<file path="src/design/dtmu_defs.vh">
`ifndef DTMU_DEFS_VH
`define DTMU_DEFS_VH

// Register offsets on the plain register port (word index addresses).
`define DTMU_ADDR_W 4
`define DTMU_OFF_CTRL 4'h0
`define DTMU_OFF_S0 4'h1
`define DTMU_OFF_E0 4'h2
`define DTMU_OFF_S1 4'h3
`define DTMU_OFF_E1 4'h4
`define DTMU_OFF_MODE 4'h5
`define DTMU_OFF_STAT 4'h6

// Control register fields.
`define DTMU_SEL0_HI 31
`define DTMU_SEL0_LO 30
`define DTMU_SEL1_HI 29
`define DTMU_SEL1_LO 28
`define DTMU_SID1_HI 19
`define DTMU_SID1_LO 12
`define DTMU_SID1_EN 11
`define DTMU_SID0_HI 10
`define DTMU_SID0_LO 3
`define DTMU_SID0_EN 2
`define DTMU_WP1 1
`define DTMU_WP0 0
`define DTMU_CTRL_MASK 32'hf00fffff
`define DTMU_SEL_RD 0
`define DTMU_SEL_WR 1

// Mode register fields: data trace enable and event-in action.
`define DTMU_MODE_TRACE 1
`define DTMU_MODE_EVSYNC 2
`define DTMU_MODE_MASK 32'h00000006

// Transfer codes.
`define DTMU_TC_WR 6'h05
`define DTMU_TC_RD 6'h06
`define DTMU_TC_ERR 6'h08
`define DTMU_TC_WRS 6'h0d
`define DTMU_TC_RDS 6'h0e
`define DTMU_TC_WATCH 6'h3e
`define DTMU_ECODE_OVR 5'h02

// Size codes.
`define DTMU_SZ_8 2'h0
`define DTMU_SZ_16 2'h1
`define DTMU_SZ_32 2'h2

// Periodic sync counter terminal value (compressed messages since last sync).
`define DTMU_PER_MAX 8'hff

`endif

</file>
<file path="src/design/dtmu_top.v">
// How it works
// - Matching write emits compressed message, code 5.
// - Matching read emits compressed message, code 6.
// - Data field width follows access size.
// - Size code: 00 byte, 01 half, 10 word.
// - Address field XORs against previous trace message address.
// - Pending sync makes write use code 13.
// - Pending sync makes read use code 14.
// - First match after reset uses sync.
// - Turning trace on forces next sync.
// - Leaving power-down forces next sync.
// - Event-in with sync action forces sync.
// - Overrun emits error code 8 before sync.
// - 255 compressed messages force next sync.
// - Leaving debug mode forces next sync.
// - Two-bit per-channel read/write trace selectors.
// - Channel 1 optional space identifier match.
// - Channel 0 optional space identifier match.
// - Control bits 1,0 enable channel watchpoints.
// - Inclusive start-to-end range match per channel.
// - Start above end never matches.
// - Two channels, own start/end registers.
// - Trace messages only while trace mode bit set; watchpoint messages regardless.
// - Watch-enabled channel match emits watchpoint message when the access is not traced.
`timescale 1ns/1ps
`default_nettype none
`include "dtmu_defs.vh"

module dtmu_top (
  // Clock and reset.
  input wire clk_i,
  input wire rst_n_i,
  // Register port.
  input wire [`DTMU_ADDR_W-1:0] reg_addr_i,
  input wire [31:0] reg_wdata_i,
  input wire reg_wr_i,
  input wire reg_rd_i,
  output reg [31:0] reg_rdata_o,
  // Core data access observation.
  input wire acc_valid_i,
  input wire acc_write_i,
  input wire [1:0] acc_size_i,
  input wire [31:0] acc_addr_i,
  input wire [31:0] acc_data_i,
  input wire [7:0] acc_space_id_i,
  // Core state and pins.
  input wire debug_exit_i,
  input wire power_exit_i,
  input wire event_in_pin_i,
  input wire overrun_i,
  input wire watch_trace_on_i,
  input wire watch_trace_off_i,
  // Message output toward the auxiliary port.
  output reg msg_valid_o,
  output reg [5:0] msg_tcode_o,
  output reg [1:0] msg_size_code_o,
  output reg [31:0] msg_addr_o,
  output reg [31:0] msg_data_o,
  output reg [4:0] msg_ecode_o,
  output reg [1:0] msg_watch_hit_o
);

  reg [31:0] ctrl_reg;
  reg [31:0] s0_reg;
  reg [31:0] e0_reg;
  reg [31:0] s1_reg;
  reg [31:0] e1_reg;
  reg trace_on_reg;
  reg ev_sync_reg;
  reg sync_pend_reg;
  reg ovr_pend_reg;
  reg [7:0] per_cnt_reg;
  reg [31:0] ref_addr_reg;
  reg ev_m_reg;
  reg ev_s_reg;
  reg ev_d_reg;
  reg wr_hold_reg;
  reg [31:0] hold_addr_reg;
  reg [31:0] hold_data_reg;
  reg [1:0] hold_size_reg;
  reg hold_write_reg;
  reg [1:0] hold_watch_reg;

  wire [1:0] sel0 = ctrl_reg[`DTMU_SEL0_HI:`DTMU_SEL0_LO];
  wire [1:0] sel1 = ctrl_reg[`DTMU_SEL1_HI:`DTMU_SEL1_LO];

  // Inclusive range; start above end leaves the range empty.
  wire in0 = (acc_addr_i >= s0_reg) && (acc_addr_i <= e0_reg);
  wire in1 = (acc_addr_i >= s1_reg) && (acc_addr_i <= e1_reg);
  wire sid0_ok = !ctrl_reg[`DTMU_SID0_EN] ||
    (acc_space_id_i == ctrl_reg[`DTMU_SID0_HI:`DTMU_SID0_LO]);
  wire sid1_ok = !ctrl_reg[`DTMU_SID1_EN] ||
    (acc_space_id_i == ctrl_reg[`DTMU_SID1_HI:`DTMU_SID1_LO]);
  wire hit0 = acc_valid_i && in0 && sid0_ok;
  wire hit1 = acc_valid_i && in1 && sid1_ok;
  wire tr0 = hit0 && (acc_write_i ? sel0[`DTMU_SEL_WR] : sel0[`DTMU_SEL_RD]);
  wire tr1 = hit1 && (acc_write_i ? sel1[`DTMU_SEL_WR] : sel1[`DTMU_SEL_RD]);
  wire trace_hit = trace_on_reg && (tr0 || tr1);
  wire [1:0] watch_hit = {hit1 && ctrl_reg[`DTMU_WP1], hit0 && ctrl_reg[`DTMU_WP0]};

  // Sync is taken when pending, on overrun, on debug or power-down exit, or when the periodic count is spent.
  wire ev_rise = ev_s_reg && !ev_d_reg;
  wire use_sync = sync_pend_reg || ovr_pend_reg || (per_cnt_reg == `DTMU_PER_MAX) ||
    debug_exit_i || power_exit_i;

  // Event-in pin synchroniser.
  always @(posedge clk_i) begin
    if (!rst_n_i) begin
      ev_m_reg <= 1'b0;
      ev_s_reg <= 1'b0;
      ev_d_reg <= 1'b0;
    end else begin
      ev_m_reg <= event_in_pin_i;
      ev_s_reg <= ev_m_reg;
      ev_d_reg <= ev_s_reg;
    end
  end

  // Register writes and trace enable handling.
  always @(posedge clk_i) begin
    if (!rst_n_i) begin
      ctrl_reg <= 32'h00000000;
      s0_reg <= 32'h00000000;
      e0_reg <= 32'h00000000;
      s1_reg <= 32'h00000000;
      e1_reg <= 32'h00000000;
      trace_on_reg <= 1'b0;
      ev_sync_reg <= 1'b0;
    end else begin
      if (reg_wr_i) begin
        case (reg_addr_i)
          `DTMU_OFF_CTRL: ctrl_reg <= reg_wdata_i & `DTMU_CTRL_MASK;
          `DTMU_OFF_S0: s0_reg <= reg_wdata_i;
          `DTMU_OFF_E0: e0_reg <= reg_wdata_i;
          `DTMU_OFF_S1: s1_reg <= reg_wdata_i;
          `DTMU_OFF_E1: e1_reg <= reg_wdata_i;
          `DTMU_OFF_MODE: begin
            trace_on_reg <= reg_wdata_i[`DTMU_MODE_TRACE];
            ev_sync_reg <= reg_wdata_i[`DTMU_MODE_EVSYNC];
          end
          default: ;
        endcase
      end
      // A watchpoint may switch trace on or off; it wins over a register write.
      if (watch_trace_on_i) begin
        trace_on_reg <= 1'b1;
      end else if (watch_trace_off_i) begin
        trace_on_reg <= 1'b0;
      end
    end
  end

  wire trace_turn_on = !trace_on_reg && (watch_trace_on_i ||
    (reg_wr_i && (reg_addr_i == `DTMU_OFF_MODE) && reg_wdata_i[`DTMU_MODE_TRACE]));

  // Sync and overrun bookkeeping; new causes win over the clear of a sent sync.
  always @(posedge clk_i) begin
    if (!rst_n_i) begin
      sync_pend_reg <= 1'b1;
      ovr_pend_reg <= 1'b0;
      per_cnt_reg <= 8'h00;
      ref_addr_reg <= 32'h00000000;
    end else begin
      if (trace_hit) begin
        if (use_sync) begin
          sync_pend_reg <= 1'b0;
          ovr_pend_reg <= 1'b0;
          per_cnt_reg <= 8'h00;
        end else begin
          per_cnt_reg <= per_cnt_reg + 8'h01;
        end
        ref_addr_reg <= acc_addr_i;
      end
      if (trace_turn_on || (debug_exit_i && !trace_hit) || (power_exit_i && !trace_hit)) begin
        sync_pend_reg <= 1'b1;
      end
      if (ev_rise && ev_sync_reg) begin
        sync_pend_reg <= 1'b1;
      end
      if (overrun_i) begin
        ovr_pend_reg <= 1'b1;
      end
    end
  end

  // Message generator; an overrun sync is preceded by an error message.
  always @(posedge clk_i) begin
    if (!rst_n_i) begin
      msg_valid_o <= 1'b0;
      msg_tcode_o <= 6'h00;
      msg_size_code_o <= 2'h0;
      msg_addr_o <= 32'h00000000;
      msg_data_o <= 32'h00000000;
      msg_ecode_o <= 5'h00;
      msg_watch_hit_o <= 2'h0;
      wr_hold_reg <= 1'b0;
      hold_addr_reg <= 32'h00000000;
      hold_data_reg <= 32'h00000000;
      hold_size_reg <= 2'h0;
      hold_write_reg <= 1'b0;
      hold_watch_reg <= 2'h0;
    end else begin
      msg_valid_o <= 1'b0;
      msg_ecode_o <= 5'h00;
      msg_watch_hit_o <= 2'h0;
      wr_hold_reg <= 1'b0;
      if (wr_hold_reg) begin
        // Deferred sync message that follows the error message.
        msg_valid_o <= 1'b1;
        msg_tcode_o <= hold_write_reg ? `DTMU_TC_WRS : `DTMU_TC_RDS;
        msg_addr_o <= hold_addr_reg;
        msg_data_o <= hold_data_reg;
        msg_size_code_o <= hold_size_reg;
        msg_watch_hit_o <= hold_watch_reg;
      end else if (trace_hit && ovr_pend_reg) begin
        msg_valid_o <= 1'b1;
        msg_tcode_o <= `DTMU_TC_ERR;
        msg_ecode_o <= `DTMU_ECODE_OVR;
        wr_hold_reg <= 1'b1;
        hold_write_reg <= acc_write_i;
        hold_addr_reg <= acc_addr_i;
        hold_data_reg <= size_mask(acc_data_i, acc_size_i);
        hold_size_reg <= acc_size_i;
        hold_watch_reg <= watch_hit;
      end else if (trace_hit) begin
        msg_valid_o <= 1'b1;
        msg_watch_hit_o <= watch_hit;
        msg_size_code_o <= acc_size_i;
        msg_data_o <= size_mask(acc_data_i, acc_size_i);
        if (use_sync) begin
          msg_tcode_o <= acc_write_i ? `DTMU_TC_WRS : `DTMU_TC_RDS;
          msg_addr_o <= acc_addr_i;
        end else begin
          msg_tcode_o <= acc_write_i ? `DTMU_TC_WR : `DTMU_TC_RD;
          msg_addr_o <= acc_addr_i ^ ref_addr_reg;
        end
      end else if (|watch_hit) begin
        msg_valid_o <= 1'b1;
        msg_tcode_o <= `DTMU_TC_WATCH;
        msg_watch_hit_o <= watch_hit;
        msg_addr_o <= acc_addr_i;
        msg_data_o <= 32'h00000000;
        msg_size_code_o <= acc_size_i;
      end
    end
  end

  // Keep only the bytes of the traced access width.
  function [31:0] size_mask;
    input [31:0] d;
    input [1:0] sz;
    begin
      case (sz)
        `DTMU_SZ_8: size_mask = {24'h000000, d[7:0]};
        `DTMU_SZ_16: size_mask = {16'h0000, d[15:0]};
        default: size_mask = d;
      endcase
    end
  endfunction

  // Read data one cycle after the read strobe.
  always @(posedge clk_i) begin
    if (!rst_n_i) begin
      reg_rdata_o <= 32'h00000000;
    end else if (reg_rd_i) begin
      case (reg_addr_i)
        `DTMU_OFF_CTRL: reg_rdata_o <= ctrl_reg;
        `DTMU_OFF_S0: reg_rdata_o <= s0_reg;
        `DTMU_OFF_E0: reg_rdata_o <= e0_reg;
        `DTMU_OFF_S1: reg_rdata_o <= s1_reg;
        `DTMU_OFF_E1: reg_rdata_o <= e1_reg;
        `DTMU_OFF_MODE: reg_rdata_o <= {29'h00000000, ev_sync_reg, trace_on_reg, 1'b0};
        `DTMU_OFF_STAT: reg_rdata_o <= {22'h000000, per_cnt_reg, ovr_pend_reg, sync_pend_reg};
        default: reg_rdata_o <= 32'h00000000;
      endcase
    end
  end

endmodule // dtmu_top

`default_nettype wire

</file>
<file path="config.mk">
export PLATFORM = sky130hd
export DESIGN_NAME = dtmu_top
export DESIGN_NICKNAME = d
export VERILOG_FILES = /design/src/design/dtmu_top.v
export VERILOG_INCLUDE_DIRS = /design/src /design/src/design
export SDC_FILE = /design/constraint.sdc
export NUM_CORES = 1
export LEC_CHECK = 0
export BUFFER_PORTS_ARGS = -buffer_cell sky130_fd_sc_hd__clkbuf_2
export CORE_ASPECT_RATIO = 0.5
export CORE_MARGIN = 8
export CORE_UTILIZATION = 50
export DETAILED_ROUTE_END_ITERATION = 6
export PLACE_DENSITY_LB_ADDON = 0.25
export SETUP_SLACK_MARGIN = 0.02
export SLEW_MARGIN = 10
export SYNTH_ARGS = -nofsm -noshare
export SYNTH_HDL_FRONTEND = slang
export SYNTH_SLANG_ARGS = --single-unit
</file>
<file path="constraint.sdc">
create_clock -name clk_i -period 3.7 [get_ports clk_i]
set_clock_uncertainty 0.1 [all_clocks]
set_input_delay 0.185 -clock clk_i [delete_from_list [all_inputs] [get_ports clk_i]]
set_output_delay 0.185 -clock clk_i [all_outputs]
set_load 0.02 [all_outputs]
</file>
### Word level (Yosys, flattened, before mapping)

Index checks and enable logic that the tools add are counted.

| storage, ports and cells | value |
|---|---|
| flip-flop bits (word level) | 381 |
| input port bits | 122 |

| cells by class | value |
|---|---|
| $add $sub $neg | 1 |
| magnitude comparators | 4 |
| eq/ne operators | 11 |
| muxes and demuxes | 43 |
| bitwise logic cells | 3 |
| reduce and logical (&&, ||, !) cells | 56 |

Operators with widths:

| kind | count |
|---|---|
| $mux 32 | 9 |
| $pmux 32 s7 | 1 |
| $ge 32x32->1 | 2 |
| $le 32x32->1 | 2 |
| $pmux 32 s2 | 1 |
| $xor 32x32->32 | 1 |
| $mux 2 | 12 |
| $mux 6 | 4 |
| $reduce_and 2->1 | 11 |
| $logic_and 1x1->1 | 19 |
| $eq 8x8->1 | 2 |
| $mux 1 | 14 |
| $eq 4x3->1 const B | 3 |
| $logic_or 1x1->1 | 10 |
| $reduce_bool 3->1 | 3 |
| $add 8x1->8 const B | 1 |
| $eq 4x2->1 const B | 2 |
| $eq 8x8->1 const B | 1 |
| $mux 8 | 1 |
| $logic_not 1->1 | 5 |
| $eq 4x1->1 const B | 1 |
| $logic_not 4->1 | 1 |
| $mux 4 | 1 |
| $reduce_bool 2->1 | 2 |
| 7 further kinds | 9 |

### Longest topological paths before layout

| logic depth | value |
|---|---|
| depth in word-level cells | 12 |
| mapped depth | 14 |
| mapped depth without buffers | 11 |

### Worst setup path before layout

Ideal clock, no wire load.

| timing path | value |
|---|---|
| path kind | register -> register |
| start point | reg e1_reg[31] |
| end point | reg msg_data_o[23] |
| setup time | 0.072 ns |
| arrival | 3.075 ns |
| required time | 3.528 ns |
| path slack | 0.453 ns |
| stages on the path, launching flop included | 12 |
| cells stage by stage | dfxtp_1 -> inv_1 -> ha_1 -> nand4_2 -> or4_4 -> a311oi_2 -> nor4_2 -> or4_1 -> buf_2 -> a21oi_4 -> buf_4 -> mux2i_1 |

| between the ends | value |
|---|---|
| longest elaborated chain between the ends | 10 |

RTL lines:

| what | RTL line | RTL |
|---|---|---|
| start: declaration | dtmu_top.v:67 | `reg [31:0] e1_reg;` |
| start signal: assignment | dtmu_top.v:136 | `` `DTMU_OFF_E1: e1_reg <= reg_wdata_i; `` |
| $le 32x32->1 * | dtmu_top.v:89 | `wire in1 = (acc_addr_i >= s1_reg) && (acc_addr_i <= e1_reg);` |
| $logic_and 1x1->1 * | dtmu_top.v:89 |  |
| $logic_and 1x1->1 * (2 in series) | dtmu_top.v:95 | `wire hit1 = acc_valid_i && in1 && sid1_ok;` |
| $logic_and 1x1->1 | dtmu_top.v:97 | `` wire tr1 = hit1 && (acc_write_i ? sel1[`DTMU_SEL_WR] : sel1[`DTMU_SEL_RD]); `` |
| $logic_or 1x1->1 | dtmu_top.v:98 | `wire trace_hit = trace_on_reg && (tr0 \|\| tr1);` |
| $logic_and 1x1->1 | dtmu_top.v:98 |  |
| $mux 32 / $logic_and 1x1->1 (equally long branches) | dtmu_top.v:225, dtmu_top.v:215 |  |
| $mux 32 / $ne 2x2->1 (equally long branches) | - |  |
| $mux 32 / $reduce_and 2->1 (equally long branches) | - |  |
| end signal: assignment | dtmu_top.v:212 | `msg_data_o <= hold_data_reg;` |
| end signal: assignment | dtmu_top.v:229 | `msg_data_o <= size_mask(acc_data_i, acc_size_i);` |
| end: declaration | dtmu_top.v:58 | `output reg [31:0] msg_data_o,` |

Mark *: on every way between the ends. The rest lies on a longest branch, timed or not. The select of a mux whose other input is x is not followed.
A chain may end at the register's enable or synchronous reset.

### Worst setup path after layout

| timing path | value |
|---|---|
| start point | in acc_addr_i[10] |
| end point | reg msg_data_o[30] |

| between the ends | value |
|---|---|
| longest elaborated chain between the ends | 10 |

RTL lines:

| what | RTL line | RTL |
|---|---|---|
| start: declaration | dtmu_top.v:43 | `input wire [31:0] acc_addr_i,` |
| $ge 32x32->1, or another cell as far along | dtmu_top.v:88 | `wire in0 = (acc_addr_i >= s0_reg) && (acc_addr_i <= e0_reg);` |
| $logic_and 1x1->1, on equally long branches | dtmu_top.v:88, dtmu_top.v:89 |  |
| $logic_and 1x1->1, on equally long branches (2 in series) | dtmu_top.v:94, dtmu_top.v:95 |  |
| $logic_and 1x1->1, on equally long branches | dtmu_top.v:96, dtmu_top.v:97 |  |
| $logic_or 1x1->1 | dtmu_top.v:98 |  |
| $logic_and 1x1->1 | dtmu_top.v:98 |  |
| $mux 32 / $logic_and 1x1->1 (equally long branches) | dtmu_top.v:225, dtmu_top.v:215 |  |
| $mux 32 / $ne 2x2->1 (equally long branches) | - |  |
| $mux 32 / $reduce_and 2->1 (equally long branches) | - |  |

Several ways; a longest one is shown, not always the timed one. The select of a mux whose other input is x is not followed.

==> out/metrics.yaml <==
status: "complete, but fails checks"
violations: "DRC"
core-area_sq_mm: 0.03848
r2r_setup_slack_ns: 0.05
diodes: 0
met1_usage_pct: 41.38
power.total_mw: 8.731
cp.arrival_ns: 4.04
clockBufferDepth: 3
timing.rr.start: "e1_reg[11]$_SDFFE_PN0P_"
worst_pin_slew_ns: 1.137
postRouteWirelength_mm: 71.69
critPathCaptureType: "register"
leakagePower_nw: 8.944
yosysTopAreaCell: "dfxtp_1"
synth_area_leaders: "dfxtp_1, nand2_1, a21oi_1, ha_1, clkbuf_1"
htree_levels: 2
r2r-end: "msg_data_o[30]$_SDFFE_PN0P_"
wl_per_cell_um: 21.35
cp_max_fo: 9
cts_tree: "done"
cap_viol_max_count: 0
postSynthCellCount: 2477
async_flop_share_pct: 0
grt_pass1_wl_mm: 107.7
die_width_um: 294.0
cts_inserted_buffers: 36
final.setup.tns_ns: 0
fmaxAchievable_ghz: 0.2722
vias: 20298
drt-vias-per-instance: 6.046
io_pins: 234
powerDensity_mw_per_mm2: 355.0
syn_area_sq_mm: 0.01932
vdd_drop_max_mv: 0.2880
hold_viol: 0
maxSlewViolCount: 0
finalSetupViolCount: 0
dr.pass1.iters: 7
place_congestion: 0.9353
critPathCapture: "msg_data_o[30]$_SDFFE_PN0P_"
core.rowCount: 51
first_global_vias: 18921
syn_to_final_growth_pct: 27.34
syn-mean-instance-area_sq_um: 7.798
grt_use_total_pct: 29.19
insertion_delay_ns: 0.55
min_period_ns: 3.673
synth_seq_area_share_pct: 38.87
dp_hpwl_mm: 49.04
drive_gt1_share_pct: 19.07
use_met2_pct: 43.83
portBuffers: 229
required_ns: 4.07
finalCritPeriodShare_pct: 99.28
layout.nets: 3051
synth_cell_type_count: 71
crit_type: "in2reg"
synth_edf_count: 0
synth_top_area_share_pct: 38.87
r2r_cells: 14
synth.ff_latch_count: 375
start_util_pct: 50.20
drt-initial-drc-count: 2710
grt_use_met3_pct: 6.401
drc_errors: 1
synthFlopType: "dfxtp_1"
hold_path_class: "in2reg"
die_h_um: 155.0
grt_setup_unrepaired: "yes"
relSlewSlack_pct: 24.03
crit_path_start: "acc_addr_i[10]"
overflow: 0
antenna_left: 0
grt_antenna_before_repair: 0
cts.sinks: 375
root_buffer: "clkbuf_16"
die_area_sq_mm: 0.04556
clk_pin_slew_ns: 0.07
startpoint_type: "input pin"
ys_warn_count: 0
grt_max_degree: 149
busiest_layer: "met2"
==> cells in the mapped netlist (7+ instances only) <==
cell type,instances
a211o_1,12
a211oi_1,52
a21o_1,12
a21oi_1,346
a221oi_2,8
a222oi_1,16
a22oi_1,73
a311oi_1,34
a31oi_1,14
a32oi_1,11
and2_1,24
buf_2,22
buf_4,11
clkbuf_1,151
dfxtp_1,375
ha_1,129
inv_1,143
mux2i_1,33
nand2_1,595
nand2b_1,9
nand3_1,50
nand4_1,29
nor2_1,91
nor3_1,8
nor4_1,7
nor4b_1,21
o211a_1,8
o211ai_1,25
o21ai_0,70
xnor2_1,20
==> worst min path at each step <==
stage / start / slack (ns) / cells past startpoint / endpoint
detailed placement: event_in_pin_i / 0.33 / 2 / ev_m_reg$_SDFF_PN0_
CTS: acc_addr_i[9] / 0.007 / 4 / hold_addr_reg[9]$_SDFFE_PN0P_
global placement: event_in_pin_i / 0.33 / 2 / ev_m_reg$_SDFF_PN0_
floorplan: overrun_i / 0.20 / 2 / ovr_pend_reg$_SDFFE_PN0P_
finish: acc_addr_i[9] / 0.02 / 4 / hold_addr_reg[9]$_SDFFE_PN0P_
global route: acc_addr_i[9] / 0.02 / 4 / hold_addr_reg[9]$_SDFFE_PN0P_
==> metrics by stage <==
step / worst slack, ns / instances / cell area, sq um / hold slack (ns) / utilization (%)
floorplan: 0.4533 / 2480 / 19330 / 0.2024 / -
global placement: -0.06043 / 3163 / 21590 / 0.3269 / 56.10
detailed placement: -0.2179 / 3163 / 21590 / 0.3282 / 56.10
CTS: 0.04482 / 3325 / 23750 / 0.006532 / 61.72
global route: -0.06208 / 3357 / 24600 / 0.01991 / 63.92
finish: 0.02653 / 3357 / 24600 / 0.02165 / 63.92
==> metal layers <==
layer / vias up / part of all wire (%) / wire length, um
li1: 9323 / - / -
met1: 9700 / 44 / 31200
met2: 1114 / 43 / 30910
met3: 161 / 11 / 7559
met4: 0 / 2.8 / 2018
met5: - / 0 / 0
==> area by class of cell <==
| class | instances | area (sq um) |
|---|---|---|
| well taps | 530 | 663.1 |
| clock inverters | 11 | 93.84 |
| repair buffers | 472 | 3706 |
| flip-flops and latches | 375 | 7545 |
| fillers | 3221 | 13880 |
| clock buffers | 54 | 1070 |
| multi-input cells | 1770 | 10970 |
| inverters | 145 | 551.8 |
==> power by group <==
group / switching (mW) / leakage, nW / internal (mW)
clock: 1.70 / 0.581 / 2.09
combinational: 0.519 / 5.33 / 0.334
sequential: 0.0283 / 3.04 / 4.06
==> cells by family after synthesis <==
logic type / count (synthesis) / synth area share (%)
AO/OA/AOI/OAI: 719 / 23.86
XOR/XNOR: 21 / 0.9522
other: 1 / 0.01941
flip-flops: 375 / 38.87
buffers and inverters: 335 / 6.944
multiplexers: 35 / 1.827
adder cells (fa/ha/maj): 129 / 8.356
AND/OR/NAND/NOR: 862 / 19.17
==> cell usage in the layout (no fill, tap or decap), types with 26 or more instances in the layout <==
cell           Yosys  final
a22oi_1           73     73
ha_1             129    116
nand3_1           50     50
dfxtp_2            0     27
mux2i_1           33     32
buf_4             11    104
dfxtp_1          375    347
o21ai_0           70     66
nor2_1            91     89
nand2_1          595    594
buf_12             0     26
nand4_1           29     29
dlygate4sd3_1      0     96
clkbuf_16          0     42
clkbuf_2           0    218
a21oi_1          346    342
a211oi_1          52     49
a311oi_1          34     29
inv_1            143    141
==> worst max-delay path, cell delays in order <==
cell	delay (ns)
dlygate4sd3_1	0.53
buf_2	0.21
ha_1	0.33
nand4_1	0.21
nor4_4	0.44
buf_4	0.20
nor2b_1	0.13
o211ai_1	0.13
or4_4	0.51
buf_8	0.16
buf_12	0.14
buf_4	0.18
a211oi_1	0.33
o21ai_0	0.18
mux2i_1	0.18
==> timing repair <==
item | CTS | global route
setup buffers | 0 | 29
setup endpoints to repair | 150 | 158
hold endpoints to repair | 253 | 0
cloned | 0 | 6
gates resized for setup | 6 | 113
pin swaps | 0 | 35
hold buffers | 97 | 0
No activity file was read; power rests on OpenSTA's default activity.
